<file path="config.mk">
export PLATFORM = sky130hd
export DESIGN_NAME = imp_port
export DESIGN_NICKNAME = d
export VERILOG_FILES = /design/src/rtl/imp_pkg.sv /design/src/rtl/imp_fifo_if.sv /design/src/rtl/imp_clk_div.sv /design/src/rtl/imp_fifo.sv /design/src/rtl/imp_port.sv
export SDC_FILE = /design/constraint.sdc
export NUM_CORES = 1
export LEC_CHECK = 0
export BUFFER_PORTS_ARGS = -buffer_cell sky130_fd_sc_hd__buf_2
export CORE_MARGIN = 1
export CORE_UTILIZATION = 36
export DETAILED_ROUTE_END_ITERATION = 12
export HOLD_SLACK_MARGIN = 0.15
export PLACE_DENSITY = 0.49
export REMOVE_ABC_BUFFERS = 1
export SETUP_SLACK_MARGIN = 0.4
export SLEW_MARGIN = 10
export SYNTH_ARGS = -nofsm -noshare
export SYNTH_HDL_FRONTEND = slang
export SYNTH_SLANG_ARGS = --single-unit
export TNS_END_PERCENT = 50
</file>
<file path="constraint.sdc">
create_clock -name clock -period 2.95 [get_ports clock]
set_input_delay 0.4425 -clock clock [delete_from_list [all_inputs] [get_ports clock]]
set_output_delay 0.4425 -clock clock [all_outputs]
set_load 0.05 [all_outputs]
</file>
<file path="src/rtl/imp_pkg.sv">
// Shared constants and types of the multi-master two-wire serial port
package imp_pkg;
  localparam logic [7:0] CLK_CTRL_ADDR = 8'hf0;
  localparam logic [7:0] BUS_STAT_ADDR = 8'hf1;
  localparam logic [7:0] DATA_ADDR = 8'hf2;
  localparam logic [7:0] OWN_ADDR_ADDR = 8'hf3;
  localparam logic [7:0] CLK_CTRL_RST = 8'h0f;
  localparam logic [7:0] BUS_STAT_RST = 8'h00;
  localparam logic [7:0] DATA_RST = 8'h00;
  localparam logic [7:0] OWN_ADDR_RST = 8'h00;
  localparam logic [7:0] GEN_CALL_ADDR = 8'h00;
  localparam int CC_ACK_EN = 7;
  localparam int CC_BASE_SEL = 6;
  localparam int CC_IRQ_EN = 5;
  localparam int CC_PEND = 4;
  localparam int BS_MODE_HI = 7;
  localparam int BS_MODE_LO = 6;
  localparam int BS_BUSY = 5;
  localparam int BS_EN = 4;
  localparam int BS_ARB = 3;
  localparam int BS_AM = 2;
  localparam int BS_GC = 1;
  localparam int BS_RXACK = 0;
  localparam int PHASES = 4;
  localparam int BASE_DIV_FAST = 16;
  localparam int BASE_DIV_SLOW = 512;
  localparam logic [6:0] PRE_FAST_MAX = 7'(BASE_DIV_FAST / PHASES - 1);
  localparam logic [6:0] PRE_SLOW_MAX = 7'(BASE_DIV_SLOW / PHASES - 1);
  localparam logic [3:0] BIT_ACK = 4'h8;
  localparam logic [3:0] BIT_END = 4'h9;
  localparam int FIFO_W = 8;
  localparam int FIFO_D = 8;
  typedef enum logic [5:0] {
    ST_IDLE = 6'h01, ST_START = 6'h02, ST_MBIT = 6'h04,
    ST_HOLD = 6'h08, ST_STOP = 6'h10, ST_SBIT = 6'h20
  } imp_state_t;
endpackage : imp_pkg

</file>
<file path="src/rtl/imp_fifo_if.sv">
// Push and pop signals between the port and its receive FIFO
`timescale 1ns/100ps
interface imp_fifo_if #(parameter int W = 8);
  logic push_valid;
  logic push_ready;
  logic [W-1:0] push_data;
  logic pop_valid;
  logic pop_ready;
  logic [W-1:0] pop_data;
  modport fifo_side(input push_valid, input push_data, input pop_ready,
                    output push_ready, output pop_valid, output pop_data);
  modport user_side(output push_valid, output push_data, output pop_ready,
                    input push_ready, input pop_valid, input pop_data);
endinterface : imp_fifo_if

</file>
<file path="src/rtl/imp_clk_div.sv">
// Phase tick divider: four ticks per serial clock period
`timescale 1ns/100ps
module imp_clk_div
  import imp_pkg::*;
(
  input wire logic clock,
  input wire logic rstn,
  input wire logic en,
  input wire logic base_sel,
  input wire logic [3:0] presc,
  output logic tick
);
  logic [6:0] pre_q, pre_d;
  logic [3:0] scale_q, scale_d;
  logic tick_q, tick_d;
  logic pre_wrap, scale_wrap;

  always_comb begin
    // Compare with >= so a setting change mid-count cannot overrun
    pre_wrap = pre_q >= (base_sel ? PRE_SLOW_MAX : PRE_FAST_MAX);
    scale_wrap = scale_q >= presc;
    pre_d = (!en || pre_wrap) ? 7'h00 : pre_q + 7'h01;
    scale_d = scale_q;
    if (!en) begin
      scale_d = 4'h0;
    end else if (pre_wrap) begin
      scale_d = scale_wrap ? 4'h0 : scale_q + 4'h1;
    end
    tick_d = en && pre_wrap && scale_wrap;
  end

  always_ff @(posedge clock) begin
    if (!rstn) begin
      pre_q <= 7'h00;
      scale_q <= 4'h0;
      tick_q <= 1'b0;
    end else begin
      pre_q <= pre_d;
      scale_q <= scale_d;
      tick_q <= tick_d;
    end
  end

  assign tick = tick_q;
endmodule : imp_clk_div

</file>
<file path="src/rtl/imp_fifo.sv">
// Flip-flop FIFO with valid/ready on both sides
`timescale 1ns/100ps
module imp_fifo #(
  parameter int W = 8,
  parameter int D = 8
) (
  input wire logic clock,
  input wire logic rstn,
  imp_fifo_if.fifo_side port
);
  localparam int AW = $clog2(D);
  logic [W-1:0] mem_q [D];
  logic [W-1:0] mem_d [D];
  logic [AW:0] wptr_q, wptr_d, rptr_q, rptr_d;
  logic full, empty, wr, rd;

  always_comb begin
    empty = wptr_q == rptr_q;
    full = (wptr_q[AW] != rptr_q[AW]) && (wptr_q[AW-1:0] == rptr_q[AW-1:0]);
    wr = port.push_valid && !full;
    rd = port.pop_ready && !empty;
    wptr_d = wr ? wptr_q + 1'b1 : wptr_q;
    rptr_d = rd ? rptr_q + 1'b1 : rptr_q;
  end

  for (genvar i = 0; i < D; i++) begin : g_entry
    always_comb begin
      mem_d[i] = (wr && wptr_q[AW-1:0] == AW'(i)) ? port.push_data : mem_q[i];
    end
    always_ff @(posedge clock) begin
      if (!rstn) begin
        mem_q[i] <= '0;
      end else begin
        mem_q[i] <= mem_d[i];
      end
    end
  end

  always_ff @(posedge clock) begin
    if (!rstn) begin
      wptr_q <= '0;
      rptr_q <= '0;
    end else begin
      wptr_q <= wptr_d;
      rptr_q <= rptr_d;
    end
  end

  assign port.push_ready = !full;
  assign port.pop_valid = !empty;
  assign port.pop_data = mem_q[rptr_q[AW-1:0]];
endmodule : imp_fifo

</file>
<file path="src/rtl/imp_port.sv">
// Multi-master two-wire serial port: registers, bus engine and receive buffer
`timescale 1ns/100ps
// Notes on behaviour
// - Clock control bit 7 enables driving acknowledge; 0 leaves it released.
// - Clock control bit 6 picks base clock: oscillator over 16 or over 512.
// - Clock control bit 5 gates the pending request onto the CPU request line.
// - Clock control bit 4 reads pending; writing 0 clears it.
// - Serial clock is base clock over prescaler field plus one; field resets ones.
// - Status bits 7:6 pick slave rx, slave tx, master rx, master tx.
// - Status bit 5 reads 1 while the bus is busy.
// - Writing 0 to status bit 5 issues a stop condition.
// - Status bit 4 at 0 stops all transmit and receive on the bus.
// - Arbitration loss as master transmitter sets status bit 3.
// - In slave mode, irq enable with no address match sets status bit 3.
// - Status bit 2 sets on own address or general call; start, stop clear.
// - Status bit 1 sets on all-zero address; start or stop clears it.
// - Status bit 0 captures the received acknowledge, 1 meaning none.
module imp_port
  import imp_pkg::*;
(
  input wire logic clock,
  input wire logic rstn,
  input wire logic [7:0] reg_addr,
  input wire logic [7:0] reg_wdata,
  input wire logic reg_we,
  input wire logic reg_re,
  output logic [7:0] reg_rdata,
  output logic irq_req,
  input wire logic scl_in,
  output logic scl_out,
  output logic scl_oe_n,
  input wire logic sda_in,
  output logic sda_out,
  output logic sda_oe_n
);
  imp_fifo_if #(.W(FIFO_W)) rx_if ();

  logic [7:0] cc_q, cc_d, bs_q, bs_d, tx_q, tx_d, own_q, own_d, rdata_q, rdata_d;
  logic busy_q, busy_d;
  imp_state_t st_q, st_d;
  logic [1:0] phase_q, phase_d;
  logic [3:0] bit_q, bit_d;
  logic [7:0] shift_q, shift_d;
  logic addr_q, addr_d, txb_q, txb_d, mst_q, mst_d;
  logic scl_low_q, scl_low_d, sda_low_q, sda_low_d, push_q, push_d;
  logic scl_prev_q, sda_prev_q;
  logic tick, start_det, stop_det, scl_rise, scl_fall;
  logic cmd_start, cmd_stop, mst_mode, enable, slave_arb;
  logic byte_done, am_set, gc_set, arb_set, ack_set, ack_val;
  logic [7:0] full_byte;

  imp_clk_div u_div (
    .clock(clock),
    .rstn(rstn),
    .en(enable),
    .base_sel(cc_q[CC_BASE_SEL]),
    .presc(cc_q[3:0]),
    .tick(tick)
  );

  imp_fifo #(.W(FIFO_W), .D(FIFO_D)) u_rx_fifo (
    .clock(clock),
    .rstn(rstn),
    .port(rx_if.fifo_side)
  );

  // Release (1) or drive low (0) for the current bit slot
  function automatic logic out_bit(input logic [3:0] b, input logic tx, input logic adr,
                                   input logic [7:0] sh, input logic ack_en,
                                   input logic am);
    if (b < BIT_ACK) begin
      out_bit = tx ? sh[7] : 1'b1;
    end else if (tx) begin
      out_bit = 1'b1;
    end else if (adr) begin
      out_bit = !(am && ack_en);
    end else begin
      out_bit = !ack_en;
    end
  endfunction : out_bit

  assign enable = bs_q[BS_EN];
  assign mst_mode = bs_q[BS_MODE_HI];
  assign start_det = scl_in && scl_prev_q && sda_prev_q && !sda_in;
  assign stop_det = scl_in && scl_prev_q && !sda_prev_q && sda_in;
  assign scl_rise = scl_in && !scl_prev_q;
  assign scl_fall = !scl_in && scl_prev_q;
  assign cmd_start = reg_we && reg_addr == BUS_STAT_ADDR && reg_wdata[BS_BUSY];
  assign cmd_stop = reg_we && reg_addr == BUS_STAT_ADDR && !reg_wdata[BS_BUSY];
  assign full_byte = {shift_q[6:0], sda_in};
  assign slave_arb = !bs_q[BS_MODE_HI] && cc_q[CC_IRQ_EN] && !bs_q[BS_AM];

  // Bus engine
  always_comb begin
    st_d = st_q;
    phase_d = phase_q;
    bit_d = bit_q;
    shift_d = shift_q;
    addr_d = addr_q;
    txb_d = txb_q;
    mst_d = mst_q;
    scl_low_d = scl_low_q;
    sda_low_d = sda_low_q;
    push_d = push_q && !rx_if.push_ready;
    byte_done = 1'b0;
    am_set = 1'b0;
    gc_set = 1'b0;
    arb_set = 1'b0;
    ack_set = 1'b0;
    ack_val = 1'b1;
    unique case (st_q)
      ST_IDLE: begin
        scl_low_d = 1'b0;
        sda_low_d = 1'b0;
        mst_d = 1'b0;
        if (cmd_start && mst_mode) begin
          if (busy_q) begin
            arb_set = 1'b1;
          end else begin
            st_d = ST_START;
            phase_d = 2'h0;
            mst_d = 1'b1;
          end
        end else if (start_det) begin
          st_d = ST_SBIT;
          bit_d = 4'h0;
          addr_d = 1'b1;
          txb_d = 1'b0;
        end
      end
      ST_START: if (tick) begin
        phase_d = phase_q + 2'h1;
        if (phase_q == 2'h0) begin
          scl_low_d = 1'b0;
          sda_low_d = 1'b0;
        end else if (phase_q == 2'h1) begin
          sda_low_d = 1'b1;
        end else if (phase_q == 2'h3) begin
          st_d = ST_MBIT;
          bit_d = 4'h0;
          addr_d = 1'b1;
          txb_d = 1'b1;
          shift_d = tx_q;
          scl_low_d = 1'b1;
        end
      end
      ST_MBIT: if (tick) begin
        unique case (phase_q)
          2'h0: begin
            sda_low_d = !out_bit(bit_q, txb_q, addr_q, shift_q, cc_q[CC_ACK_EN], 1'b0);
            phase_d = 2'h1;
          end
          2'h1: begin
            scl_low_d = 1'b0;
            phase_d = 2'h2;
          end
          2'h2: if (scl_in) begin
            // Waits here while a slave stretches the clock
            phase_d = 2'h3;
            if (bit_q < BIT_ACK) begin
              shift_d = full_byte;
            end
            if (txb_q && bit_q < BIT_ACK && !sda_low_q && !sda_in) begin
              arb_set = 1'b1;
              st_d = ST_IDLE;
              scl_low_d = 1'b0;
              sda_low_d = 1'b0;
            end
            if (txb_q && bit_q == BIT_ACK) begin
              ack_set = 1'b1;
              ack_val = sda_in;
            end
          end
          2'h3: begin
            scl_low_d = 1'b1;
            phase_d = 2'h0;
            if (bit_q == BIT_ACK) begin
              byte_done = 1'b1;
              push_d = !txb_q;
              sda_low_d = 1'b0;
              st_d = ST_HOLD;
            end else begin
              bit_d = bit_q + 4'h1;
            end
          end
        endcase
      end
      ST_HOLD: begin
        scl_low_d = 1'b1;
        if (mst_q && cmd_stop) begin
          st_d = ST_STOP;
          phase_d = 2'h0;
        end else if (mst_q && cmd_start) begin
          st_d = ST_START;
          phase_d = 2'h0;
        end else if (!mst_q && stop_det) begin
          st_d = ST_IDLE;
        end else if (!cc_q[CC_PEND] && !push_q) begin
          // Clock stays low until software and the buffer both let go
          bit_d = 4'h0;
          addr_d = 1'b0;
          txb_d = bs_q[BS_MODE_LO];
          shift_d = tx_q;
          if (mst_q) begin
            st_d = ST_MBIT;
          end else begin
            st_d = ST_SBIT;
            scl_low_d = 1'b0;
            sda_low_d = bs_q[BS_MODE_LO] && !tx_q[7];
          end
        end
      end
      ST_STOP: if (tick) begin
        phase_d = phase_q + 2'h1;
        if (phase_q == 2'h0) begin
          sda_low_d = 1'b1;
          scl_low_d = 1'b1;
        end else if (phase_q == 2'h1) begin
          scl_low_d = 1'b0;
        end else if (phase_q == 2'h2) begin
          sda_low_d = 1'b0;
        end else begin
          st_d = ST_IDLE;
        end
      end
      ST_SBIT: begin
        if (stop_det) begin
          st_d = ST_IDLE;
          sda_low_d = 1'b0;
        end else if (start_det) begin
          bit_d = 4'h0;
          addr_d = 1'b1;
          txb_d = 1'b0;
        end else if (scl_rise) begin
          bit_d = bit_q + 4'h1;
          if (bit_q < BIT_ACK) begin
            shift_d = full_byte;
          end
          if (addr_q && bit_q == 4'h7) begin
            am_set = full_byte[7:1] == own_q[7:1] || full_byte == GEN_CALL_ADDR;
            gc_set = full_byte == GEN_CALL_ADDR;
          end
          if (txb_q && bit_q == BIT_ACK) begin
            ack_set = 1'b1;
            ack_val = sda_in;
          end
        end else if (scl_fall) begin
          if (addr_q && bit_q == BIT_ACK && !bs_q[BS_AM]) begin
            st_d = ST_IDLE;
            sda_low_d = 1'b0;
          end else if (bit_q == BIT_END) begin
            byte_done = 1'b1;
            push_d = !addr_q && !txb_q;
            st_d = ST_HOLD;
            scl_low_d = 1'b1;
            sda_low_d = 1'b0;
          end else begin
            sda_low_d = !out_bit(bit_q, txb_q, addr_q, shift_q, cc_q[CC_ACK_EN],
                                 bs_q[BS_AM]);
          end
        end
      end
      default: st_d = ST_IDLE;
    endcase
    if (!enable) begin
      st_d = ST_IDLE;
      scl_low_d = 1'b0;
      sda_low_d = 1'b0;
      push_d = 1'b0;
    end
  end

  // Register file
  always_comb begin
    cc_d = cc_q;
    bs_d = bs_q;
    tx_d = tx_q;
    own_d = own_q;
    rdata_d = rdata_q;
    busy_d = busy_q;
    if (reg_we && reg_addr == CLK_CTRL_ADDR) begin
      // Writing 1 to pending is ignored
      cc_d = {reg_wdata[7:5], cc_q[CC_PEND] & reg_wdata[CC_PEND], reg_wdata[3:0]};
    end
    if (byte_done) begin
      cc_d[CC_PEND] = 1'b1;
    end
    if (reg_we && reg_addr == BUS_STAT_ADDR) begin
      bs_d[7:6] = reg_wdata[7:6];
      bs_d[BS_EN] = reg_wdata[BS_EN];
      bs_d[BS_ARB] = reg_wdata[BS_ARB];
    end
    if (start_det || stop_det) begin
      bs_d[BS_AM] = 1'b0;
      bs_d[BS_GC] = 1'b0;
    end
    if (am_set) begin
      bs_d[BS_AM] = 1'b1;
    end
    if (gc_set) begin
      bs_d[BS_GC] = 1'b1;
    end
    if (arb_set || slave_arb) begin
      bs_d[BS_ARB] = 1'b1;
    end
    if (ack_set) begin
      bs_d[BS_RXACK] = ack_val;
    end
    bs_d[BS_BUSY] = 1'b0;
    if (start_det) begin
      busy_d = 1'b1;
    end else if (stop_det) begin
      busy_d = 1'b0;
    end
    if (reg_we && reg_addr == DATA_ADDR) begin
      tx_d = reg_wdata;
    end
    if (reg_we && reg_addr == OWN_ADDR_ADDR) begin
      own_d = reg_wdata;
    end
    if (reg_re) begin
      unique case (reg_addr)
        CLK_CTRL_ADDR: rdata_d = cc_q;
        BUS_STAT_ADDR: rdata_d = {bs_q[7:6], busy_q, bs_q[4:0]};
        DATA_ADDR: rdata_d = rx_if.pop_valid ? rx_if.pop_data : 8'h00;
        OWN_ADDR_ADDR: rdata_d = own_q;
        default: rdata_d = 8'h00;
      endcase
    end
  end

  always_ff @(posedge clock) begin
    if (!rstn) begin
      cc_q <= CLK_CTRL_RST;
      bs_q <= BUS_STAT_RST;
      tx_q <= DATA_RST;
      own_q <= OWN_ADDR_RST;
      rdata_q <= 8'h00;
      busy_q <= 1'b0;
      st_q <= ST_IDLE;
      phase_q <= 2'h0;
      bit_q <= 4'h0;
      shift_q <= 8'h00;
      addr_q <= 1'b0;
      txb_q <= 1'b0;
      mst_q <= 1'b0;
      scl_low_q <= 1'b0;
      sda_low_q <= 1'b0;
      push_q <= 1'b0;
      scl_prev_q <= 1'b1;
      sda_prev_q <= 1'b1;
    end else begin
      cc_q <= cc_d;
      bs_q <= bs_d;
      tx_q <= tx_d;
      own_q <= own_d;
      rdata_q <= rdata_d;
      busy_q <= busy_d;
      st_q <= st_d;
      phase_q <= phase_d;
      bit_q <= bit_d;
      shift_q <= shift_d;
      addr_q <= addr_d;
      txb_q <= txb_d;
      mst_q <= mst_d;
      scl_low_q <= scl_low_d;
      sda_low_q <= sda_low_d;
      push_q <= push_d;
      scl_prev_q <= scl_in;
      sda_prev_q <= sda_in;
    end
  end

  assign rx_if.push_valid = push_q;
  assign rx_if.push_data = shift_q;
  assign rx_if.pop_ready = reg_re && reg_addr == DATA_ADDR;
  assign reg_rdata = rdata_q;
  assign irq_req = cc_q[CC_PEND] && cc_q[CC_IRQ_EN];
  assign scl_out = 1'b0;
  assign sda_out = 1'b0;
  assign scl_oe_n = !scl_low_q;
  assign sda_oe_n = !sda_low_q;
endmodule : imp_port

</file>
==> impl_metrics.prom, run 1 <==
# TYPE chip_impl_metric gauge
chip_impl_info{name="tritoncts_clock_tree",value="yes"} 1
chip_impl_metric{name="worstMarginPinSlew",unit="ns"} 0.7272
chip_impl_metric{name="placementRows",unit=""} 55
chip_impl_info{name="critPathKind",value="register to register"} 1
chip_impl_metric{name="detail_route.first_pass.iterations",unit=""} 5
chip_impl_metric{name="synth_area",unit="um2"} 8318
chip_impl_metric{name="cts_buffers",unit=""} 17
chip_impl_info{name="run_status",value="complete, no violations"} 1
chip_impl_info{name="grt_setup_unrepaired",value="true"} 1
chip_impl_metric{name="design.die.area",unit="um2"} 23720
chip_impl_info{name="clock_tree.root_cell",value="clkbuf_16"} 1
chip_impl_metric{name="post_dp_cell_area",unit="um2"} 8827
chip_impl_metric{name="routed_wire_length_per_instance",unit="um"} 19.71
chip_impl_metric{name="totalPowerFinal",unit="W"} 0.004578
chip_impl_info{name="yosys-top-cells-area",value="edfxtp_1 23%, dfxtp_1 22%, and2_1 5.4%"} 1
chip_impl_metric{name="number_of_i_o_pins",unit=""} 35
chip_impl_metric{name="detailedPlacementHpwl",unit="um"} 16510
chip_impl_metric{name="synth_compound_gate_area_share",unit="%"} 11.40
chip_impl_info{name="type_of_element_capturing_the_critical_path",value="register"} 1
chip_impl_info{name="yosys.area.top_type",value="edfxtp_1"} 1
chip_impl_metric{name="post_synth.cell_area_avg",unit="um2"} 9.797
chip_impl_metric{name="cp.required",unit="ns"} 3.28
chip_impl_metric{name="buffer_ports.inserted",unit=""} 32
chip_impl_metric{name="power_per_cell_area",unit="nW/um2"} 486.4
chip_impl_info{name="layout_common_cells",value="97 x nand2_1, 87 x dfxtp_1, 72 x and2_1"} 1
chip_impl_metric{name="finalWirelength",unit="um"} 23120
chip_impl_metric{name="post_synth_inst_count",unit=""} 849
chip_impl_metric{name="async_reset_ff_share",unit="%"} 0
chip_impl_metric{name="max-vdd-ir-drop",unit="mV"} 0.3702
chip_impl_metric{name="drtIter0Drc",unit=""} 455
chip_impl_metric{name="post-route-min-period",unit="ns"} 2.516
chip_impl_metric{name="ys_warn_count",unit=""} 0
chip_impl_metric{name="final-max-slew-violation-count",unit=""} 0
chip_impl_metric{name="hold-worst-slack",unit="ns"} 0.3078
chip_impl_metric{name="globalRouteTotalUtil",unit="%"} 20.37
chip_impl_metric{name="placeableCoreArea",unit="um2"} 22640
chip_impl_metric{name="antenna_left",unit=""} 0
chip_impl_metric{name="max-clock-path-buffers",unit=""} 2
chip_impl_metric{name="cts_hold_buffers",unit=""} 0
chip_impl_metric{name="cts.htree.levels",unit=""} 4
chip_impl_metric{name="area_share_of_xor_xnor_cells_in_the_synthesized_design",unit="%"} 2.632
chip_impl_metric{name="grt.overflow.total",unit=""} 0
chip_impl_metric{name="static-leakage-power",unit="nW"} 3.556
chip_impl_metric{name="die_height",unit="um"} 154.0
chip_impl_metric{name="timing.setup.tns",unit="ns"} 0
chip_impl_metric{name="report.final.hold_viol_count",unit=""} 0
chip_impl_metric{name="post_synth_num_cell_types",unit=""} 77
chip_impl_metric{name="areaGrowthSynthToFinish",unit="%"} 13.13
chip_impl_metric{name="number_of_global_route_vias_before_repair",unit=""} 6355
chip_impl_metric{name="post_route_skew",unit="ns"} 0.01057
chip_impl_metric{name="final_instance_area",unit="um2"} 9410
chip_impl_metric{name="pre_cts_worst_setup_slack",unit="ns"} 0.2386
chip_impl_metric{name="max_clock_freq",unit="MHz"} 397.5
chip_impl_metric{name="nets",unit=""} 924
chip_impl_metric{name="finalSetupViolCount",unit=""} 0
chip_impl_metric{name="remaining_drc_errors",unit=""} 0
chip_impl_metric{name="post_synth_fa_ha_maj_area_fraction",unit="%"} 4.061
chip_impl_metric{name="route.vias.total",unit=""} 6375
chip_impl_metric{name="max-slew-margin-rel",unit="%"} 51.29
chip_impl_metric{name="synth-edff-count",unit=""} 64
chip_impl_metric{name="routed_vias_inst",unit=""} 5.435
chip_impl_metric{name="area_taken_by_multi_input_logic_gates",unit="um2"} 4305
chip_impl_metric{name="initial_core_util",unit="%"} 36.74
chip_impl_info{name="dominant_combinational_cell_family_by_area_after_synthesis",value="simple AND/OR/NAND/NOR gates"} 1
chip_impl_metric{name="crit_fanout",unit=""} 12
chip_impl_metric{name="clk_latency",unit="ns"} 0.43
chip_impl_metric{name="post_synthesis_sequential_area_ratio",unit="%"} 45.01
chip_impl_metric{name="place.gp.congestion",unit=""} 0.8310
chip_impl_metric{name="grt_max_degree",unit=""} 32
chip_impl_metric{name="clkSinkCount",unit=""} 155
chip_impl_info{name="hp-class",value="primary input to register"} 1
chip_impl_metric{name="antenna_found_initial",unit=""} 0
chip_impl_metric{name="cp.arrival",unit="ns"} 2.85
chip_impl_metric{name="ys_ff_latch",unit=""} 155
chip_impl_info{name="cp-start-kind",value="register"} 1
chip_impl_metric{name="finalWorstSetupSlack",unit="ns"} 0.4341
chip_impl_metric{name="antennaDiodeCount",unit=""} 0
chip_impl_metric{name="synthMuxAreaShare",unit="%"} 9.025
chip_impl_metric{name="grt_first_pass_wirelength",unit="um"} 36760
chip_impl_metric{name="final-seq-area",unit="um2"} 3749
chip_impl_info{name="postSynth.topFlopCell",value="dfxtp_1"} 1
chip_impl_metric{name="worst_setup_hold_path_clk_slew",unit="ns"} 0.07
chip_impl_metric{name="synthDominantCellAreaShare",unit="%"} 23.10
chip_impl_metric{name="simple_gate_share_of_the_synthesized_area",unit="%"} 24.14
chip_impl_info{name="mostFrequentLayoutCell",value="nand2_1"} 1
chip_impl_metric{name="post-route-period-util",unit="%"} 85.28
chip_impl_metric{name="timing.max_cap.violations",unit=""} 0
chip_impl_metric{name="cts_setup_buffers",unit=""} 0
chip_impl_metric{name="drive_gt1_share",unit="%"} 14.98
chip_impl_metric{name="die_width",unit="um"} 154.0
chip_impl_metric{name="n_fill_cell",unit=""} 2215
cells by family after synthesis:
family          after synthesis
simple gates                365
flops                       155
compound gates              149
buf+inv                      73
mux                          54
fa+ha+maj                    27
xor+xnor                     25
other cells                   1
cells in the mapped netlist, drive strengths merged (3+ instances only):
| cell | n |
|---|---|
| a2111oi | 4 |
| a211oi | 14 |
| a21o | 4 |
| a21oi | 56 |
| a31oi | 3 |
| a32oi | 3 |
| and2 | 72 |
| and3 | 16 |
| buf | 13 |
| clkbuf | 38 |
| dfxtp | 91 |
| edfxtp | 64 |
| ha | 27 |
| inv | 22 |
| mux2 | 8 |
| mux2i | 30 |
| mux4 | 16 |
| nand2 | 98 |
| nand2b | 10 |
| nand3 | 28 |
| nand3b | 5 |
| nand4 | 13 |
| nand4b | 9 |
| nor2 | 51 |
| nor2b | 9 |
| nor3 | 13 |
| nor3b | 3 |
| nor4 | 10 |
| nor4b | 4 |
| o2111ai | 3 |
| o211ai | 5 |
| o21ai | 34 |
| o22ai | 3 |
| o31ai | 3 |
| or3 | 6 |
| or4 | 6 |
| or4b | 3 |
| xnor2 | 9 |
| xor2 | 16 |
final timing paths:
kind,startpoint,slack [ns],cells past startpoint,endpoint
max,st_q[3]$_SDFFE_PN0P_,0.43,6,st_q[2]$_SDFFE_PN0P_
min,reg_wdata[0],0.31,3,own_q[0]$_SDFFE_PN0P_
max reg2reg,st_q[3]$_SDFFE_PN0P_,0.43,6,st_q[2]$_SDFFE_PN0P_
min reg2reg,tx_q[6]$_SDFFE_PN0P_,0.45,2,tx_q[6]$_SDFFE_PN0P_
timing repair:
item | in CTS | in global routing
gates resized for setup | 1 | 11
hold endpoints to repair | 0 | 0
pin swaps | 0 | 1
endpoints found under the setup margin | 15 | 107
sequential cells by signal, summed over array words and instances (netlist names), 6 cells and up, named ones only:
name and count:
bs_q 7, reg_rdata 8, tx_q 8, rx_if.push_data 8
st_q 6, u_div.pre_q 7, u_rx_fifo.mem_q 64, own_q 8
cc_q 8
per-stage QoR:
stage,utilization [%],std cells
4_1_cts,41.38,1173
3_3_place_gp,38.99,1141
5_1_grt,41.56,1173
3_5_place_dp,38.99,1141
2_1_floorplan,-,799
6_report,41.56,1173
where the power goes:
part           internal [W]  switching (W)  total (W)
logic             0.0000630       0.000132   0.000195
registers           0.00228      0.0000196    0.00230
clock network       0.00110       0.000982    0.00208
per-layer routing:
layer  GRT usage (%)  up-vias  wire [um]
met5               0        -          0
met1           27.49     3077      10930
met2           33.77      139      10970
met4           5.762        0        337
li1                -     3137          -
met3           3.072       22        886
area by class of cell:
class,count,area share [%]
clock buffer,19,4.600
clock inverter,13,1.143
inverter,22,0.8775
multi-input combinational,622,45.75
sequential,155,39.84
tap,285,3.789
timing repair buffer,57,4.002
worst max-delay path, stage by stage (launching register included):
cell	delay (ns)
dfxtp_1	0.62
or4b_1	0.58
a2111oi_1	0.53
a221oi_1	0.18
nor4bb_4	0.21
and3_1	0.18
nor3_1	0.12
No activity file was read; power rests on OpenSTA's default activity.
==> run 2: changes to the inputs <==
--- a/config.mk
+++ b/config.mk
@@ -5,6 +5,7 @@
 export SDC_FILE = /design/constraint.sdc
 export NUM_CORES = 1
 export LEC_CHECK = 0
+export ABC_AREA = 1
 export BUFFER_PORTS_ARGS = -buffer_cell sky130_fd_sc_hd__buf_2
 export CORE_MARGIN = 1
 export CORE_UTILIZATION = 36
==> run 2 against run 1 <==
  * Via count up 14%
  * Cell count up 21%
  * Die area up 0.21%
  * Count of clock-buffer cells in the layout down 2
  * Global-route usage up 0.74 points
  * Clock skew down 0.0010 ns
  * Routed wire length up 4.8%
  * Fmax up 13%
  * Hold slack worse by 0.020 ns
  * Clock power about the same
  * Highest routed layer unchanged
  * Critical path type unchanged
  * Critical path depth up 5
==> impl_metrics.prom, run 2 <==
# TYPE chip_impl_metric gauge
chip_impl_info{name="run_status",value="complete, no violations"} 1
chip_impl_metric{name="drive_gt1_share",unit="%"} 10.50
chip_impl_metric{name="place.gp.congestion",unit=""} 0.9160
chip_impl_metric{name="grt_max_degree",unit=""} 33
chip_impl_metric{name="detailroute.wirelength.met3",unit="um"} 654
chip_impl_info{name="tritoncts_clock_tree",value="yes"} 1
chip_impl_info{name="cp-start-kind",value="register"} 1
chip_impl_metric{name="routed_wire_length_per_instance",unit="um"} 17.08
chip_impl_metric{name="power_per_cell_area",unit="nW/um2"} 493.5
chip_impl_info{name="worstPathCellList",value="nor2_2 > nand3_2 > nand2_2 > nor2_1 > nand2_2 > nand2_2 > nor2_4 > nand2_2 > nand2_1 > nand2_1 > nor2_1"} 1
chip_impl_metric{name="post-route-min-period",unit="ns"} 2.235
chip_impl_metric{name="async_reset_ff_share",unit="%"} 0
chip_impl_metric{name="switchingPower",unit="W"} 0.001173
chip_impl_metric{name="max_clock_freq",unit="MHz"} 447.4
chip_impl_info{name="yosysMostFrequentCell",value="nor2_1"} 1
chip_impl_metric{name="pint",unit="W"} 0.003450
chip_impl_info{name="grt_setup_unrepaired",value="false"} 1
chip_impl_info{name="hp-class",value="primary input to register"} 1
chip_impl_metric{name="post-route-period-util",unit="%"} 75.78
chip_impl_metric{name="timing.critical_path.slowest_cell_delay",unit="ns"} 0.41
chip_impl_metric{name="post_dp_cell_area",unit="um2"} 8813
chip_impl_metric{name="initial_core_util",unit="%"} 36.82
chip_impl_info{name="type_of_element_capturing_the_critical_path",value="register"} 1
chip_impl_info{name="yosys-top-cells-area",value="edfxtp_1 23%, dfxtp_1 22%, nor2_1 9.7%"} 1
chip_impl_info{name="yosys.area.top_type",value="edfxtp_1"} 1
chip_impl_metric{name="combinationalPowerShare",unit="%"} 4.5
chip_impl_metric{name="finalWirelength",unit="um"} 24220
chip_impl_metric{name="antennaDiodeCount",unit=""} 0
chip_impl_metric{name="cts_buffers",unit=""} 17
chip_impl_metric{name="post_synth_inst_count",unit=""} 1084
chip_impl_metric{name="power.clock.fraction",unit="%"} 45.7
chip_impl_metric{name="design.die.area",unit="um2"} 23770
chip_impl_metric{name="buffer_ports.inserted",unit=""} 32
chip_impl_metric{name="number_of_i_o_pins",unit=""} 35
chip_impl_metric{name="post_synth.cell_area_avg",unit="um2"} 7.690
chip_impl_metric{name="netSwitchingFraction",unit="%"} 25.38
chip_impl_metric{name="drt-met1-wl",unit="um"} 11680
chip_impl_metric{name="areaGrowthSynthToFinish",unit="%"} 12.40
chip_impl_metric{name="detail_route.first_pass.iterations",unit=""} 5
chip_impl_info{name="mostFrequentLayoutCell",value="nor2_1"} 1
chip_impl_metric{name="cp.arrival",unit="ns"} 2.60
chip_impl_info{name="top_layer_used",value="met4"} 1
chip_impl_metric{name="antenna_found_initial",unit=""} 0
chip_impl_info{name="critPathMostFrequentCell",value="nand2_2"} 1
chip_impl_metric{name="worstMarginPinSlew",unit="ns"} 0.6831
chip_impl_metric{name="timing.max_cap.violations",unit=""} 0
chip_impl_info{name="clock_tree.root_cell",value="clkbuf_16"} 1
chip_impl_metric{name="cts_hold_buffers",unit=""} 0
chip_impl_metric{name="nets",unit=""} 1169
chip_impl_metric{name="synth-edff-count",unit=""} 64
chip_impl_metric{name="drtIter0Drc",unit=""} 490
chip_impl_metric{name="final_instance_area",unit="um2"} 9369
chip_impl_metric{name="ys_warn_count",unit=""} 0
chip_impl_metric{name="placeableCoreArea",unit="um2"} 22640
chip_impl_info{name="critPathKind",value="register to register"} 1
chip_impl_metric{name="final-max-slew-violation-count",unit=""} 0
chip_impl_metric{name="post_route_skew",unit="ns"} 0.009562
chip_impl_metric{name="placementRows",unit=""} 55
chip_impl_metric{name="static-leakage-power",unit="nW"} 3.620
chip_impl_metric{name="synth_area",unit="um2"} 8335
chip_impl_metric{name="cts_setup_buffers",unit=""} 0
chip_impl_metric{name="die_height",unit="um"} 154.2
chip_impl_metric{name="ys_ff_latch",unit=""} 155
chip_impl_metric{name="met2_length",unit="um"} 11590
chip_impl_metric{name="antenna_left",unit=""} 0
chip_impl_info{name="top_register",value="u_rx_fifo.mem_q"} 1
chip_impl_metric{name="worst_setup_hold_path_clk_slew",unit="ns"} 0.07
chip_impl_info{name="synth.cells.most_frequent",value="216 x nor2_1, 162 x nand2_1, 105 x inv_1, 95 x o21ai_0, 91 x dfxtp_1"} 1
chip_impl_info{name="cp_slowest_cell",value="nor2_2"} 1
chip_impl_metric{name="max-slew-margin-rel",unit="%"} 54.41
chip_impl_metric{name="post_synth_num_cell_types",unit=""} 50
chip_impl_metric{name="report.final.hold_viol_count",unit=""} 0
chip_impl_info{name="layout_common_cells",value="216 x nor2_1, 162 x nand2_1, 105 x inv_1"} 1
chip_impl_metric{name="max-clock-path-buffers",unit=""} 2
chip_impl_metric{name="grt.overflow.total",unit=""} 0
chip_impl_metric{name="route.vias.total",unit=""} 7281
chip_impl_metric{name="synthDominantCellAreaShare",unit="%"} 23.06
chip_impl_metric{name="grt_first_pass_wirelength",unit="um"} 38540
chip_impl_metric{name="holdPathStages",unit=""} 3
chip_impl_metric{name="largest_register_ff_count",unit=""} 64
chip_impl_metric{name="clkSinkCount",unit=""} 155
chip_impl_metric{name="detailedPlacementHpwl",unit="um"} 18200
chip_impl_metric{name="timing.setup.tns",unit="ns"} 0
chip_impl_metric{name="max-vdd-ir-drop",unit="mV"} 0.3657
chip_impl_info{name="postSynth.topFlopCell",value="dfxtp_1"} 1
chip_impl_metric{name="number_of_global_route_vias_before_repair",unit=""} 6806
chip_impl_metric{name="globalRouteTotalUtil",unit="%"} 21.11
chip_impl_metric{name="power.share.sequential",unit="%"} 49.8
chip_impl_metric{name="clk_latency",unit="ns"} 0.43
chip_impl_metric{name="timing.reg2reg.worst_path_depth",unit=""} 11
chip_impl_metric{name="remaining_drc_errors",unit=""} 0
chip_impl_metric{name="post_synthesis_sequential_area_ratio",unit="%"} 44.91
chip_impl_metric{name="cts.htree.levels",unit=""} 4
chip_impl_metric{name="ctsResizeCount",unit=""} 0
chip_impl_metric{name="routed_vias_inst",unit=""} 5.135
chip_impl_metric{name="crit_fanout",unit=""} 17
chip_impl_metric{name="die_width",unit="um"} 154.2
chip_impl_metric{name="cp.required",unit="ns"} 3.31
chip_impl_metric{name="finalSetupViolCount",unit=""} 0
run 2: cell types whose count changed after synthesis, moves of 30 or more:
cell,delta
inv_1,+83
o21ai_0,+61
mux2i_1,-30
and2_1,-69
nand2_1,+65
nor2_1,+166
run 2: layout make-up:
type,count,area [um2]
sequential,155,3744
multi-input combinational,780,3994
fill,2392,13270
tap,285,356.6
clock inverter,15,130.1
timing repair buffer,47,272.8
inverter,119,446.7
clock buffer,17,425.4
run 2: logic make-up after synthesis:
group | share of synthesized area, %
AND/OR/NAND/NOR | 27.66
AO/OA/AOI/OAI | 14.32
flip-flops | 44.91
buffers and inverters | 7.220
adder cells (fa/ha/maj) | 4.053
XOR/XNOR | 1.786
other | 0.04499
run 2: critical path: cells and delay by family, from the launching register on:
kind	cells	cell delay, ns
flops	1	0.35
simple gates	11	1.79
run 2: power groups by stage:
stage          registers [W]   logic, W  clock network [W]
2_1_floorplan        0.00236  0.0000974                  0
3_3_place_gp         0.00235   0.000210                  0
3_5_place_dp         0.00235   0.000209                  0
4_1_cts              0.00230   0.000210            0.00215
5_1_grt              0.00231   0.000229            0.00225
6_report             0.00230   0.000208            0.00211
run 2: path summary, 6_finish.rpt:
| check | start | to | slack [ns] |
|---|---|---|---|
| max | st_q[5]$_SDFFE_PN0P_ | bit_q[1]$_SDFFE_PN0P_ | 0.71 |
| min reg2reg | tx_q[4]$_SDFFE_PN0P_ | tx_q[4]$_SDFFE_PN0P_ | 0.45 |
| max reg2reg | st_q[5]$_SDFFE_PN0P_ | bit_q[1]$_SDFFE_PN0P_ | 0.71 |
| min | reg_wdata[2] | cc_q[2]$_SDFFE_PN1P_ | 0.29 |
run 2: through the flow:
step	hold WS [ns]	total power (W)	utilization [%]	std cells	setup slack, ns
after floorplan	0.4239	0.002459	-	1054	0.8821
after global placement	0.4408	0.002559	38.93	1386	0.7336
after detailed placement	0.4449	0.002558	38.93	1386	0.7200
after CTS	0.2786	0.004658	41.38	1418	0.6993
after global routing	0.2957	0.004782	41.38	1418	0.5072
final	0.2873	0.004623	41.38	1418	0.7146
run 2: layer usage:
metal  global-route usage (%)  up-vias
met1                    28.22     3420
met2                    35.67      128
met4                    5.667        0
met5                        0        -
met3                    2.847       25
li1                         -     3708
==> run 3: changes to the inputs <==
==> constraint.sdc (replaced) <==
create_clock -name clock -period 2.1 [get_ports clock]
set_input_delay 0.315 -clock clock [delete_from_list [all_inputs] [get_ports clock]]
set_output_delay 0.315 -clock clock [all_outputs]
set_load 0.05 [all_outputs]
==> run 3 against run 2 <==
  * Register-to-register slack got worse by 0.41 ns
  * Critical path type unchanged
  * Highest routed layer unchanged
  * Routed wire length increased by 5.6%
  * Non-clock buffer count up 72
  * Clock power increased by 50%
  * Sequential share of layout area shrank 4.5 points
  * Global-route usage up 0.57 points
  * Cell count increased by 5.2%
  * Via count increased by 5.1%
  * Critical path depth unchanged
==> impl_metrics.prom, run 3 (synthesis gave the netlist of run 2 again) <==
# TYPE chip_impl_metric gauge
chip_impl_info{name="cp-start-kind",value="register"} 1
chip_impl_metric{name="die_height",unit="um"} 154.2
chip_impl_info{name="mostFrequentLayoutCell",value="nor2_1"} 1
chip_impl_metric{name="report.final.hold_viol_count",unit=""} 0
chip_impl_metric{name="post-route-period-util",unit="%"} 85.59
chip_impl_info{name="critPathKind",value="register to register"} 1
chip_impl_metric{name="antenna_left",unit=""} 0
chip_impl_metric{name="finalWirelength",unit="um"} 25580
chip_impl_info{name="worstPathCellList",value="nor2_4 > buf_12 > buf_4 > nand3_1 > nand2_1 > nor2_1 > nand3_2 > nor2_4 > nand3_1 > nand2_1 > nor2_1"} 1
chip_impl_metric{name="route.vias.total",unit=""} 7655
chip_impl_metric{name="placementRows",unit=""} 55
chip_impl_metric{name="drtIter0Drc",unit=""} 563
chip_impl_info{name="type_of_element_capturing_the_critical_path",value="register"} 1
chip_impl_metric{name="drt-met1-wl",unit="um"} 11660
chip_impl_metric{name="finalSetupViolCount",unit=""} 0
chip_impl_info{name="clock_tree.root_cell",value="clkbuf_16"} 1
chip_impl_metric{name="routed_wire_length_per_instance",unit="um"} 17.15
chip_impl_metric{name="number_of_i_o_pins",unit=""} 35
chip_impl_metric{name="max-clock-path-buffers",unit=""} 2
chip_impl_metric{name="max-vdd-ir-drop",unit="mV"} 0.5610
chip_impl_metric{name="timing.max_cap.violations",unit=""} 0
chip_impl_metric{name="nets",unit=""} 1243
chip_impl_metric{name="detailedPlacementHpwl",unit="um"} 18620
chip_impl_info{name="critPathCapture",value="st_q[5]$_SDFFE_PN0P_"} 1
chip_impl_metric{name="post-route-min-period",unit="ns"} 1.797
chip_impl_info{name="hp-class",value="primary input to register"} 1
chip_impl_metric{name="drive_gt1_share",unit="%"} 26.01
chip_impl_metric{name="placed_cells_incl_taps",unit=""} 1418
chip_impl_metric{name="timing.reg2reg.worst_path_depth",unit=""} 11
chip_impl_metric{name="routed_vias_inst",unit=""} 5.131
chip_impl_metric{name="largest_register_ff_count",unit=""} 64
chip_impl_metric{name="critical_path_buf_inv_count",unit=""} 2
chip_impl_info{name="worst_setup_sp",value="st_q[4]$_SDFFE_PN0P_"} 1
chip_impl_metric{name="cp.arrival",unit="ns"} 2.12
chip_impl_metric{name="clk_latency",unit="ns"} 0.44
chip_impl_info{name="r2r_end",value="st_q[5]$_SDFFE_PN0P_"} 1
chip_impl_metric{name="instances_no_fill",unit=""} 1492
chip_impl_metric{name="power_per_cell_area",unit="nW/um2"} 627.3
chip_impl_info{name="cp_top_family",value="simple AND/OR/NAND/NOR gates"} 1
chip_impl_metric{name="timing.critical_path.slowest_cell_delay",unit="ns"} 0.38
chip_impl_info{name="top_layer_used",value="met4"} 1
chip_impl_metric{name="placeableCoreArea",unit="um2"} 22640
chip_impl_metric{name="static-leakage-power",unit="nW"} 4.165
chip_impl_metric{name="areaGrowthSynthToFinish",unit="%"} 28.20
chip_impl_metric{name="clkSinkCount",unit=""} 155
chip_impl_metric{name="design.die.area",unit="um2"} 23770
chip_impl_info{name="grt_setup_unrepaired",value="true"} 1
chip_impl_metric{name="ff2ff_setup_slack",unit="ns"} 0.30
chip_impl_metric{name="pre_cts_worst_setup_slack",unit="ns"} 0.04739
chip_impl_metric{name="buffer_ports.inserted",unit=""} 32
chip_impl_info{name="worst_r2r_startpoint",value="st_q[4]$_SDFFE_PN0P_"} 1
chip_impl_metric{name="timing.setup.tns",unit="ns"} 0
chip_impl_metric{name="remaining_drc_errors",unit=""} 0
chip_impl_metric{name="initial_core_util",unit="%"} 36.82
chip_impl_info{name="tritoncts_clock_tree",value="yes"} 1
chip_impl_metric{name="cts_hold_buffers",unit=""} 0
chip_impl_metric{name="number_of_global_route_vias_before_repair",unit=""} 7165
chip_impl_metric{name="cts.htree.levels",unit=""} 4
chip_impl_metric{name="met2_length",unit="um"} 12100
chip_impl_metric{name="grt_max_degree",unit=""} 33
chip_impl_info{name="layout_common_cells",value="196 x nor2_1, 139 x nand2_1, 94 x inv_1"} 1
chip_impl_metric{name="worst_setup_hold_path_clk_slew",unit="ns"} 0.08
chip_impl_metric{name="post_route_skew",unit="ns"} 0.01958
chip_impl_metric{name="crit_fanout",unit=""} 6
chip_impl_metric{name="detailroute.wirelength.met3",unit="um"} 1107
chip_impl_metric{name="grt_first_pass_wirelength",unit="um"} 39580
chip_impl_metric{name="place.gp.congestion",unit=""} 0.9427
chip_impl_metric{name="finalWorstSetupSlack",unit="ns"} 0.3027
chip_impl_metric{name="final-max-slew-violation-count",unit=""} 0
chip_impl_metric{name="detail_route.first_pass.iterations",unit=""} 6
chip_impl_info{name="top_register",value="u_rx_fifo.mem_q"} 1
chip_impl_info{name="run_status",value="complete, no violations"} 1
chip_impl_metric{name="max_clock_freq",unit="MHz"} 556.4
chip_impl_metric{name="critical_path_cell_count",unit=""} 11
chip_impl_metric{name="cts_buffers",unit=""} 17
chip_impl_metric{name="die_width",unit="um"} 154.2
chip_impl_metric{name="globalRouteTotalUtil",unit="%"} 21.68
chip_impl_metric{name="grt.overflow.total",unit=""} 0
chip_impl_metric{name="cp.required",unit="ns"} 2.42
chip_impl_metric{name="antenna_found_initial",unit=""} 0
chip_impl_metric{name="antennaDiodeCount",unit=""} 0
chip_impl_info{name="cp_slowest_cell",value="dfxtp_4"} 1
## run 3: cell count changes in the layout (fill, tap and decap cells not counted), moves of 11 or more
cell     before  now
inv_1       105   94
nor2_4        4   15
nand3_1      56   42
buf_4        15   70
dfxtp_1      91   72
buf_6         0   15
nor2_1      216  196
nand2_1     162  139
nand2_2       7   25
o21ai_0      95   82
## run 3: how the worst min path moves through the flow
| stage | start | endpoint | slack [ns] | cells past startpoint |
|---|---|---|---|---|
| finish | reg_wdata[0] | own_q[0]$_SDFFE_PN0P_ | 0.17 | 3 |
| global route | reg_wdata[0] | own_q[0]$_SDFFE_PN0P_ | 0.16 | 3 |
| CTS | reg_wdata[2] | cc_q[2]$_SDFFE_PN1P_ | 0.15 | 3 |
| detailed placement | tx_q[2]$_SDFFE_PN0P_ | tx_q[2]$_SDFFE_PN0P_ | 0.45 | 2 |
| global placement | u_div.pre_q[0]$_SDFF_PP0_ | u_div.pre_q[0]$_SDFF_PP0_ | 0.45 | 1 |
| floorplan | rstn | sda_prev_q$_SDFF_PN1_ | 0.38 | 1 |
## run 3: layer usage
metal	GRT usage, %	vias to the layer above
li1	-	3878
met1	28.16	3497
met2	35.58	223
met3	3.890	57
met4	8.667	0
met5	0	-
## run 3: area by class of cell
cell class / count / area (um2)
inverters: 119 / 474.2
well taps: 285 / 356.6
multi-input cells: 782 / 4551
clock buffers: 17 / 425.4
flip-flops and latches: 155 / 3792
clock inverters: 15 / 192.7
fillers: 2209 / 11950
repair buffers: 119 / 894.6
## run 3: timing repair
| item | in CTS | in global routing |
|---|---|---|
| gates resized for setup | 82 | 118 |
| setup buffers | 16 | 24 |
| setup endpoints to repair | 155 | 161 |
| gates cloned | 2 | 0 |
| pin swaps | 22 | 54 |
## run 3: stage by stage
step / area (um2) / hold slack (ns) / total power [W] / utilization (%)
3_5_place_dp: 9054 / 0.4507 / 0.003600 / 39.99
6_report: 10690 / 0.1665 / 0.006704 / 47.20
3_3_place_gp: 9054 / 0.4462 / 0.003601 / 39.99
2_1_floorplan: 8184 / 0.3838 / 0.003454 / -
5_1_grt: 10690 / 0.1608 / 0.006926 / 47.20
4_1_cts: 10040 / 0.1502 / 0.006759 / 44.33
## run 3: where the power goes
| group | internal (W) | switching [W] |
|---|---|---|
| combinational | 0.0000966 | 0.000220 |
| sequential | 0.00319 | 0.0000312 |
| clock | 0.00163 | 0.00154 |
## run 3: worst min-delay path: cells and delay by family
kind                   cells  cell delay (ns)
buffers and inverters      1             0.12
AND/OR/NAND/NOR            1             0.06
AO/OA/AOI/OAI              1             0.05
